--- config.mk ---
export PLATFORM = sky130hd
export DESIGN_NAME = spsl_core
export DESIGN_NICKNAME = d
export VERILOG_FILES = /design/src/logic/spsl_pkg.sv /design/src/logic/spsl_core.sv
export SDC_FILE = /design/constraint.sdc
export NUM_CORES = 1
export LEC_CHECK = 0
export BUFFER_PORTS_ARGS = -buffer_cell sky130_fd_sc_hd__buf_2
export CAP_MARGIN = 25
export CELL_PAD_IN_SITES_DETAIL_PLACEMENT = 1
export CELL_PAD_IN_SITES_GLOBAL_PLACEMENT = 2
export CORE_MARGIN = 2
export CORE_UTILIZATION = 25
export CTS_BUF_LIST = sky130_fd_sc_hd__clkbuf_2 sky130_fd_sc_hd__clkbuf_4 sky130_fd_sc_hd__clkbuf_8
export DETAILED_ROUTE_END_ITERATION = 8
export PLACE_DENSITY_LB_ADDON = 0.1
export REMOVE_ABC_BUFFERS = 1
export SYNTH_ARGS = -nofsm -noshare
export SYNTH_HDL_FRONTEND = slang
export SYNTH_SLANG_ARGS = --single-unit
--- constraint.sdc ---
create_clock -name clock -period 2.78 [get_ports clock]
set_clock_uncertainty 0.15 [all_clocks]
set_input_delay 0.556 -clock clock [delete_from_list [all_inputs] [get_ports clock]]
set_output_delay 0.556 -clock clock [all_outputs]
set_load 0.005 [all_outputs]
--- src/logic/spsl_pkg.sv ---
// Package of constants and state type, plus the two-flop input synchroniser.
`timescale 1ns/1ps
`default_nettype none

package spsl_pkg;
  // Register indices on the plain register port.
  localparam logic [1:0] ADDR_CTRL = 2'h0;
  localparam logic [1:0] ADDR_DATA = 2'h1;
  localparam logic [1:0] ADDR_DIV = 2'h2;
  localparam logic [1:0] ADDR_STAT = 2'h3;
  // Control register field positions.
  localparam int CTRL_PE = 0;
  localparam int CTRL_ME = 1;
  localparam int CTRL_SM_LO = 2;
  localparam int CTRL_SM_HI = 3;
  localparam int CTRL_OVR = 4;
  localparam int CTRL_MODE_FAULT_FLAG = 5;
  localparam int CTRL_WCOL = 6;
  localparam int CTRL_DONE = 7;
  // Status register field positions.
  localparam int STAT_BUSY = 0;
  localparam int STAT_TXF = 1;
  localparam int STAT_SHF = 2;
  localparam int STAT_RXF = 3;
  // Select-mode encodings.
  localparam logic [1:0] SM_3WIRE = 2'h0;
  localparam logic [1:0] SM_4W_IN = 2'h1;
  // Reset values and the last bit index of a byte.
  localparam logic [1:0] SM_RESET = 2'h1;
  localparam logic [7:0] DIV_RESET = 8'h03;
  localparam logic [2:0] LAST_BIT = 3'h7;

  // Whole state of the port logic.
  typedef struct packed {
    logic pe;
    logic me;
    logic [1:0] smode;
    logic done_f;
    logic mode_fault_flag_f;
    logic wcol_f;
    logic ovr_f;
    logic [7:0] div;
    logic [7:0] txbuf;
    logic tx_full;
    logic [7:0] shreg;
    logic sh_full;
    logic [7:0] rxbuf;
    logic rx_full;
    logic busy;
    logic [7:0] hcnt;
    logic [2:0] bits;
    logic samp;
    logic sck;
    logic sck_p;
    logic sel_p;
    logic [7:0] rdata;
    logic mosi_out;
    logic mosi_oe;
    logic miso_out;
    logic miso_oe;
    logic sck_oe;
    logic sel_out;
    logic sel_oe;
    logic sel_routed;
  } spsl_state_t;
endpackage

// Two flip-flops per bit for inputs from outside the clock domain.
module spsl_sync #(
  parameter int W = 1
) (
  input wire logic clock,
  input wire logic nrst,
  input wire logic [W-1:0] d,
  output logic [W-1:0] q
);
  logic [W-1:0] meta;

  // The first stage feeds only the second stage.
  always_ff @(posedge clock or negedge nrst) begin
    if (!nrst) begin
      meta <= '0;
      q <= '0;
    end else begin
      meta <= d;
      q <= meta;
    end
  end
endmodule

`default_nettype wire

--- src/logic/spsl_core.sv ---
// Serial port pin logic: master and slave engines, select-pin modes, registers.
//
// Local design decisions: strobed register access and the address map.
`timescale 1ns/1ps
`default_nettype none

// Overview of operation
// RULE1: Full-duplex, master or slave, 3/4 wire.
// RULE2: Master drives data-out line; slave listens.
// RULE3: Bytes shift most significant bit first.
// RULE4: Master data-out is shift register top.
// RULE5: Master samples return line; slave drives it.
// RULE6: Return line floats when disabled or unselected.
// RULE7: 3-wire slave always drives shift top.
// RULE8: Clock made only as master; slave follows.
// RULE9: Unselected 4-wire slave ignores serial clock.
// RULE10: Mode 00: 3-wire, slave always selected.
// RULE11: Mode 01: select input, low selects.
// RULE12: Mode 01 master: select fall disables master.
// RULE13: Mode 1x: select pin outputs low bit.
// RULE14: Software uses mode 1x only as master.
// RULE15: Select pin unrouted only in mode 00.
// RULE16: 3-wire slave must be bus's only slave.
// RULE17: Master data write loads shift, starts transfer.
// RULE18: Done flag set at end of byte.
// RULE19: Select fall clears enables, sets fault flag; the code does this only while mastering.
// RULE20: Select fall clears slave bit counter.
// RULE21: Select output changes only on software write.
module spsl_core (
  input wire logic clock,
  input wire logic nrst,
  input wire logic [1:0] addr,
  input wire logic [7:0] wdata,
  input wire logic wr,
  input wire logic rd,
  output logic [7:0] rdata,
  input wire logic sck_in,
  output logic sck_out,
  output logic sck_oe,
  input wire logic mosi_in,
  output logic mosi_out,
  output logic mosi_oe,
  input wire logic miso_in,
  output logic miso_out,
  output logic miso_oe,
  input wire logic sel_in,
  output logic sel_out,
  output logic sel_oe,
  output logic sel_routed
);
  spsl_pkg::spsl_state_t st;
  spsl_pkg::spsl_state_t next_st;
  logic [3:0] pins_s;
  logic sck_s;
  logic mosi_s;
  logic miso_s;
  logic sel_s;
  logic sck_rise;
  logic sck_fall;
  logic sel_fall;
  logic slave_sel;
  logic master_on;
  logic slave_on;

  // Pin inputs pass two flip-flops before any logic sees them.
  spsl_sync #(.W(4)) u_sync (
    .clock(clock),
    .nrst(nrst),
    .d({sel_in, miso_in, mosi_in, sck_in}),
    .q(pins_s)
  );

  // A slave counts as selected always in mode 00, and on a low input in mode 01.
  function automatic logic sel_active(input logic [1:0] mode, input logic sel);
    return (mode == spsl_pkg::SM_3WIRE) | ((mode == spsl_pkg::SM_4W_IN) & ~sel);
  endfunction

  // Synchronised pins, their edges and the operating role.
  assign sck_s = pins_s[0];
  assign mosi_s = pins_s[1];
  assign miso_s = pins_s[2];
  assign sel_s = pins_s[3];
  assign sck_rise = sck_s & ~st.sck_p;
  assign sck_fall = ~sck_s & st.sck_p;
  assign sel_fall = ~sel_s & st.sel_p & (st.smode == spsl_pkg::SM_4W_IN);
  assign master_on = st.pe & st.me; // see RULE1
  assign slave_on = st.pe & ~st.me;
  // Mode 00 keeps a slave selected; mode 01 selects on a low input.
  assign slave_sel = sel_active(st.smode, sel_s); // see RULE10 see RULE11

  // Next-state logic: register access first, hardware events after so sets win.
  always_comb begin
    next_st = st;
    next_st.sck_p = sck_s;
    next_st.sel_p = sel_s;
    next_st.rdata = 8'h00;

    if (wr) begin
      case (addr)
        spsl_pkg::ADDR_CTRL: begin
          next_st.pe = wdata[spsl_pkg::CTRL_PE];
          next_st.me = wdata[spsl_pkg::CTRL_ME];
          next_st.smode = wdata[spsl_pkg::CTRL_SM_HI:spsl_pkg::CTRL_SM_LO];
          next_st.ovr_f = st.ovr_f & wdata[spsl_pkg::CTRL_OVR];
          next_st.mode_fault_flag_f = st.mode_fault_flag_f & wdata[spsl_pkg::CTRL_MODE_FAULT_FLAG];
          next_st.wcol_f = st.wcol_f & wdata[spsl_pkg::CTRL_WCOL];
          next_st.done_f = st.done_f & wdata[spsl_pkg::CTRL_DONE];
        end
        spsl_pkg::ADDR_DATA: begin
          if (st.tx_full) begin
            next_st.wcol_f = 1'b1;
          end else begin
            next_st.txbuf = wdata;
            next_st.tx_full = 1'b1;
          end
        end
        spsl_pkg::ADDR_DIV: begin
          next_st.div = wdata;
        end
        default: begin
        end
      endcase
    end

    if (rd) begin
      case (addr)
        spsl_pkg::ADDR_CTRL: begin
          next_st.rdata = {st.done_f, st.wcol_f, st.mode_fault_flag_f, st.ovr_f, st.smode, st.me, st.pe};
        end
        spsl_pkg::ADDR_DATA: begin
          next_st.rdata = st.rxbuf;
          next_st.rx_full = 1'b0;
        end
        spsl_pkg::ADDR_DIV: begin
          next_st.rdata = st.div;
        end
        spsl_pkg::ADDR_STAT: begin
          next_st.rdata = {4'h0, st.rx_full, st.sh_full, st.tx_full, st.busy};
        end
        default: begin
        end
      endcase
    end

    // An empty shift register takes the buffered byte; a master starts at once.
    if (st.tx_full && !st.sh_full && !st.busy) begin
      next_st.shreg = st.txbuf; // see RULE17
      next_st.sh_full = 1'b1;
      next_st.tx_full = 1'b0;
      if (master_on) begin
        next_st.busy = 1'b1;
        next_st.hcnt = 8'h00;
        next_st.bits = 3'h0;
        next_st.sck = 1'b0;
      end
    end

    // Master engine: the clock is generated here; sample on rise, shift on fall.
    if (st.busy) begin
      if (st.hcnt == st.div) begin
        next_st.hcnt = 8'h00;
        if (!st.sck) begin
          next_st.sck = 1'b1; // see RULE8
          next_st.samp = miso_s; // see RULE5
        end else begin
          next_st.sck = 1'b0;
          next_st.shreg = {st.shreg[6:0], st.samp}; // see RULE3
          next_st.bits = st.bits + 3'h1;
          if (st.bits == spsl_pkg::LAST_BIT) begin
            next_st.busy = 1'b0;
            next_st.sh_full = 1'b0;
            next_st.done_f = 1'b1; // see RULE18
            next_st.rxbuf = {st.shreg[6:0], st.samp};
            next_st.rx_full = 1'b1;
          end
        end
      end else begin
        next_st.hcnt = st.hcnt + 8'h01;
      end
    end

    // Slave engine: follows the outside clock only while selected.
    if (slave_on && slave_sel) begin // see RULE9
      if (sck_rise) begin
        next_st.samp = mosi_s; // see RULE2
      end else if (sck_fall) begin
        next_st.shreg = {st.shreg[6:0], st.samp}; // see RULE3
        next_st.bits = st.bits + 3'h1;
        if (st.bits == spsl_pkg::LAST_BIT) begin
          next_st.done_f = 1'b1; // see RULE18
          next_st.sh_full = 1'b0;
          if (st.rx_full && !(rd && addr == spsl_pkg::ADDR_DATA)) begin
            next_st.ovr_f = 1'b1;
          end else begin
            next_st.rxbuf = {st.shreg[6:0], st.samp};
            next_st.rx_full = 1'b1;
          end
        end
      end
    end

    // A falling select restarts the slave byte count.
    if (sel_fall && !st.me) begin
      next_st.bits = 3'h0; // see RULE20
    end

    // A falling select while mastering hands the bus to another master.
    if (sel_fall && master_on) begin
      next_st.me = 1'b0; // see RULE12 see RULE19
      next_st.pe = 1'b0;
      next_st.mode_fault_flag_f = 1'b1;
    end

    // A disabled port stops any transfer and clears the bit counter.
    if (!next_st.pe) begin
      next_st.busy = 1'b0;
      next_st.bits = 3'h0;
      next_st.sck = 1'b0;
    end

    // Pin drivers, taken from the next state so they are registered.
    next_st.mosi_out = next_st.shreg[7]; // see RULE4
    next_st.mosi_oe = next_st.pe & next_st.me; // see RULE2
    next_st.sck_oe = next_st.pe & next_st.me; // see RULE8
    next_st.miso_out = next_st.shreg[7]; // see RULE7
    next_st.miso_oe = next_st.pe & ~next_st.me &
                      sel_active(next_st.smode, sel_s); // see RULE5 see RULE6
    next_st.sel_oe = next_st.smode[1]; // see RULE13
    next_st.sel_out = next_st.smode[1] & next_st.smode[0]; // see RULE21
    next_st.sel_routed = (next_st.smode != spsl_pkg::SM_3WIRE); // see RULE15
  end

  // State register.
  always_ff @(posedge clock or negedge nrst) begin
    if (!nrst) begin
      st <= '0;
      st.smode <= spsl_pkg::SM_RESET;
      st.div <= spsl_pkg::DIV_RESET;
      st.sel_routed <= 1'b1;
    end else begin
      st <= next_st;
    end
  end

  // Outputs come straight from the state flip-flops.
  assign rdata = st.rdata;
  assign sck_out = st.sck;
  assign sck_oe = st.sck_oe;
  assign mosi_out = st.mosi_out;
  assign mosi_oe = st.mosi_oe;
  assign miso_out = st.miso_out;
  assign miso_oe = st.miso_oe;
  assign sel_out = st.sel_out;
  assign sel_oe = st.sel_oe;
  assign sel_routed = st.sel_routed;

  // The data-out line follows the shift register top while mastering.
  chk_mosi_msb: assert property (@(posedge clock) disable iff (!nrst) // see RULE4
    mosi_oe |-> (mosi_out == st.shreg[7]))
    else $error("master data-out differs from shift register top");

  // A slave never drives the master-to-slave line or the clock.
  chk_slave_inputs: assert property (@(posedge clock) disable iff (!nrst) // see RULE2
    !st.me |-> (!mosi_oe && !sck_oe))
    else $error("slave drives data-out or clock");

  // A disabled port leaves the return line floating.
  chk_miso_hiz: assert property (@(posedge clock) disable iff (!nrst) // see RULE6
    !st.pe |-> !miso_oe)
    else $error("return line driven while disabled");

  // A 3-wire slave always drives its shift register top.
  chk_miso_3wire: assert property (@(posedge clock) disable iff (!nrst) // see RULE7
    (st.pe && !st.me && st.smode == spsl_pkg::SM_3WIRE) |->
      (miso_oe && miso_out == st.shreg[7]))
    else $error("3-wire slave not driving return line");

  // Select output mode drives the low mode bit.
  chk_sel_level: assert property (@(posedge clock) disable iff (!nrst) // see RULE13
    st.smode[1] |-> (sel_oe && sel_out == st.smode[0]))
    else $error("select output level wrong");

  // The select output never moves without a mode change.
  chk_sel_steady: assert property (@(posedge clock) disable iff (!nrst) // see RULE21
    $stable(st.smode) |-> $stable(sel_out))
    else $error("select output toggled by itself");

  // A select fall in multi-master mode disables the port and flags a fault.
  chk_mode_fault: assert property (@(posedge clock) disable iff (!nrst) // see RULE19
    (sel_fall && master_on) |=> (!st.me && !st.pe && st.mode_fault_flag_f && !st.busy))
    else $error("mode fault not taken");

  // A master transfer starts in the same cycle that an empty shift register is loaded.
  chk_master_start: assert property (@(posedge clock) disable iff (!nrst) // see RULE17
    (master_on && st.tx_full && !st.sh_full && !st.busy && !sel_fall && !wr) |=>
      (st.busy && st.sh_full && !st.tx_full))
    else $error("master transfer did not start");

  // Every finished master byte raises the done flag.
  chk_done_flag: assert property (@(posedge clock) disable iff (!nrst) // see RULE18
    ($fell(st.busy) && st.pe) |-> st.done_f)
    else $error("byte ended without done flag");

  // A select fall clears the slave byte count.
  chk_bits_clear: assert property (@(posedge clock) disable iff (!nrst) // see RULE20
    (sel_fall && !st.me) |=> (st.bits == 3'h0))
    else $error("slave bit counter not cleared");

  // Each master clock fall puts the next lower bit on the data-out line.
  chk_mosi_shift: assert property (@(posedge clock) disable iff (!nrst) // see RULE3
    ($fell(sck_out) && mosi_oe) |-> (mosi_out == $past(st.shreg[6])))
    else $error("master data-out not shifted in order");

  // An unselected slave neither counts bits nor finishes a byte.
  chk_unsel_idle: assert property (@(posedge clock) disable iff (!nrst) // see RULE9
    (slave_on && !slave_sel && !st.busy && !wr) |=> ($stable(st.bits) && !$rose(st.done_f)))
    else $error("unselected slave followed the serial clock");

  // A master never drives the return line.
  chk_master_miso: assert property (@(posedge clock) disable iff (!nrst) // see RULE5
    master_on |-> !miso_oe)
    else $error("master drives the return line");

  // Mode 01 keeps the select pin an input.
  chk_sel_input: assert property (@(posedge clock) disable iff (!nrst) // see RULE11
    (st.smode == spsl_pkg::SM_4W_IN) |-> !sel_oe)
    else $error("select pin driven in input mode");

  // Only mode 00 leaves the select signal off the pins.
  chk_sel_unrouted: assert property (@(posedge clock) disable iff (!nrst) // see RULE15
    sel_routed != (st.smode == spsl_pkg::SM_3WIRE))
    else $error("select routing does not match the mode");

  // The generated clock rests low whenever no master byte is running.
  chk_clock_idle: assert property (@(posedge clock) disable iff (!nrst) // see RULE8
    !st.busy |-> !sck_out)
    else $error("serial clock high outside a transfer");

  // A finished byte always leaves received data or an overrun behind it.
  chk_done_data: assert property (@(posedge clock) disable iff (!nrst) // see RULE18
    $rose(st.done_f) |-> (st.rx_full || st.ovr_f))
    else $error("done flag without received data");

  // A mode fault is only raised from mode 01.
  chk_fault_mode: assert property (@(posedge clock) disable iff (!nrst) // see RULE12
    $rose(st.mode_fault_flag_f) |-> ($past(st.smode) == spsl_pkg::SM_4W_IN))
    else $error("mode fault outside mode 01");
endmodule

`default_nettype wire

==> impl_results.md <==
* Setup repair bufs after CTS at 0
* Crit path time final at 2.30 ns
* Synth Instances at 293
* Synth async-reset ratio at 1.00
* Arrival @ worst endpoint at 2.41 ns
* Area added between synthesis and finish at 16.0%
* Detail Route Antenna Nets at 0
* I/O Pins at 35
* Routed len/inst at 18.4 um
* Worst R2R Start: st[25]$_DFFE_PN0P_
* Share of power burned in the clock network at 0.320
* Worst setup SP type: flop
* Fill count at 1552
* Post-route setup TNS at 0 ns
* Port buffer count at 34
* Comb pwr share at 0.173
* Final Slew Violations at 0
* Critical Path Source: st[25]$_DFFE_PN0P_
* Status: finished, final reports clean
* Final net count at 350
* Number of storage elements in the synthesis netlist at 79
* Adder-cell share of the synthesized area at 0.0139
* Die height at 124 um
* Worst endpoint required time at 2.89 ns
* Final hold vios at 0
* GP Congestion at 0.731
* Crit end category: flop
* Vias per std cell at 4.57
* HP Class: input port to asynchronous set/reset pin
* Post_cts resized at 0
* Power, Total at 0.00309 W
* Reg-to-reg setup timing slack at 0.48 ns
* Yosys top cell area share at 0.522
* Post-route cell area at 4170 sq um
* Hold_buf cts at 0
* Layout cells sized above 1 at 0.318
* First-pass GRT wire length at 15000 um
* Internal cell power at 0.00218 W
* Number of antenna diodes at 0
* CTS Buffer Depth at 2
* Crit Path Class: flop to flop
* Fraction of synthesized area in multiplexers at 0.160
* Die ar. at 15300 sq um
* Root Driver: clkbuf_8
* Slowest stage delay, CP at 0.49 ns
* CP Max Fanout at 6
* Pleak at 1.89 nW
* Worst hold slack at 0.0396 ns
* Cell taking the most area after synthesis: dfrtp_1
* Initial Utilization at 0.258
* Max_slew headroom at 0.598
* Sequential share of power at 0.507
* CP max-delay cell: nor4_2
* Area post-placement at 3940 sq um
* Synth Area in Compound Gates at 0.0972
* Largest cells by area after synthesis: dfrtp_1 (52%), mux2_2 (8.2%), mux2i_1 (5.3%)
* Htree depth at 3
* Commonest cells post-synth: dfrtp_1 (75), o21ai_0 (30), mux2_2 (26)
* Drt drc at 0
* PD cells at 741 nW/um^2
* Max rail drop VDD at 0.306 mV
* GR Overflow Total at 0
* Die X at 124 um
* YS warnings at 0
* CTS Buf Count at 9
* Main flop type after synthesis: dfrtp_1
* Switching share of power at 0.292
* Count leader, synth: dfrtp_1
* Final period util at 0.826
* Seq/Total Area, Yosys at 0.552
* Final non-filler cell total at 513
* XOR/XNOR share of the synthesized area at 0.0219
* DR pass1 iterations at 4
* Gr usage total at 0.138
* F_max at 0.435 GHz
* Clock insertion delay at the later pin of the skew report at 0.38 ns
* RSZ-0062 raised after global routing: no
* Number of global-route vias before repair at 2550
* Core area at 13900 sq um
* Vias at 2343
* Clock Sinks at 79
* Row count at 43
* Final WL at 9420 um
* Synth Cell Area at 3590 sq um
* Clk slew on worst S/H paths at 0.09 ns
* Syn Area/Cell at 12.3 sq um
* Sequential cell area at 1980 sq um
* Cells along the critical path: xor2_1 > nor4_2 > and4_1 > a21o_4 > mux2_2
* Post-synthesis cell type count at 48
* Initial antenna violation count at 0
* Post-DP HPWL at 6960 um
* Number of flops mapped to enable cells by yosys at 0
* Largest family of logic cells by synthesized area: multiplexers
* Max Cap Viol at 0
* Total placed cells including tap cells at 497
* TritonCTS clock tree: built
* Iteration-0 DRC Markers at 67
* Largest net degree at the start of global routing at 42
* Multi-input logic area at 1450 sq um
* Simple-gate portion of the synthesized area at 0.111
* Final setup viols at 0
* Slew @ Worst Pin at 0.603 ns
* Switching power at 0.000902 W
[power groups by stage]
stage / combinational (W) / sequential (W) / clock (W)
floorplan: 0.000354 / 0.00152 / 0
global placement: 0.000542 / 0.00160 / 0
detailed placement: 0.000550 / 0.00160 / 0
CTS: 0.000551 / 0.00158 / 0.00104
global route: 0.000610 / 0.00161 / 0.00108
finish: 0.000534 / 0.00156 / 0.000988
[cells by family after synthesis]
logic type               count (synthesis)
adder cells (fa/ha/maj)                  4
AO/OA/AOI/OAI                           56
AND/OR/NAND/NOR                         69
flip-flops                              79
multiplexers                            49
buffers and inverters                   27
XOR/XNOR                                 9
[cell type report]
cell class                      count  area share
Inverter                            7     0.00631
Clock buffer                       10      0.0330
Tap cell                          180      0.0541
Multi-Input combinational cell    187       0.349
Sequential cell                    79       0.476
Timing Repair Buffer               44      0.0595
Clock inverter                      6      0.0222
[worst max-delay path, delay by kind of cell, from the launching register on]
kind | cells | cell delay (ns)
muxes | 1 | 0.33
AOI/OAI and AO/OA | 1 | 0.19
and+or+nand+nor | 2 | 0.89
xor gates and xnor gates | 1 | 0.18
DFF | 1 | 0.46
[path summary, 6_finish.rpt]
check                                      endpoint  cells past startpoint
max                                st[33]$_DFF_PN0_                      5
min                                st[74]$_DFF_PN0_                      1
max reg2reg                        st[33]$_DFF_PN0_                      5
min reg2reg                   u_sync.q[3]$_DFF_PN0_                      0
max in group asynchronous      sel_routed$_DFF_PN1_                      2
min in group clock         u_sync.meta[2]$_DFF_PN0_                      1
[flip-flops by register name, indices dropped and copies added, names as in the netlist]
name / count
sel_routed: 1
sck_out: 1
st: 56
miso_out: 1
sel_oe: 1
rdata: 8
sck_oe: 1
u_sync.meta: 4
u_sync.q: 4
miso_oe: 1
sel_out: 1
[cells in the final DEF, fill, tap and decap left out, types with 2 or more instances in the layout]
cell	synthesis	routed
mux2i_1	19	19
a21o_4	2	2
xor2_1	9	9
buf_4	10	11
nor2b_1	2	2
clkinvlp_4	0	2
mux2_2	26	26
nand3_1	10	10
nor4_2	2	2
mux4_2	4	4
dfrtp_1	75	75
and2_1	9	9
or3_1	2	2
o21ai_0	30	30
a21oi_1	10	10
nor3b_2	1	2
nand4b_1	2	2
buf_2	4	33
a21boi_0	2	2
nand2_1	18	18
ha_1	4	4
dfstp_2	4	4
inv_1	7	7
clkbuf_8	0	10
a22o_1	3	3
bufinv_16	0	2
nor2_1	9	9
and3_2	2	2
and3_1	2	2
[per-layer routing]
| layer | up-vias | routed length, um | GRT usage |
|---|---|---|---|
| met5 | - | 0 | 0 |
| met3 | 7 | 274 | 0.0426 |
| li1 | 1095 | - | - |
| met1 | 1216 | 4540 | 0.183 |
| met2 | 25 | 4500 | 0.217 |
| met4 | 0 | 99 | 0.0405 |
[through the flow]
stage	setup slack (ns)	util
after floorplan	0.462	-
after global placement	0.300	0.282
after detailed placement	0.307	0.282
after CTS	0.416	0.299
after global routing	0.295	0.299
final	0.483	0.299
Power figures use the tool's default switching activity.
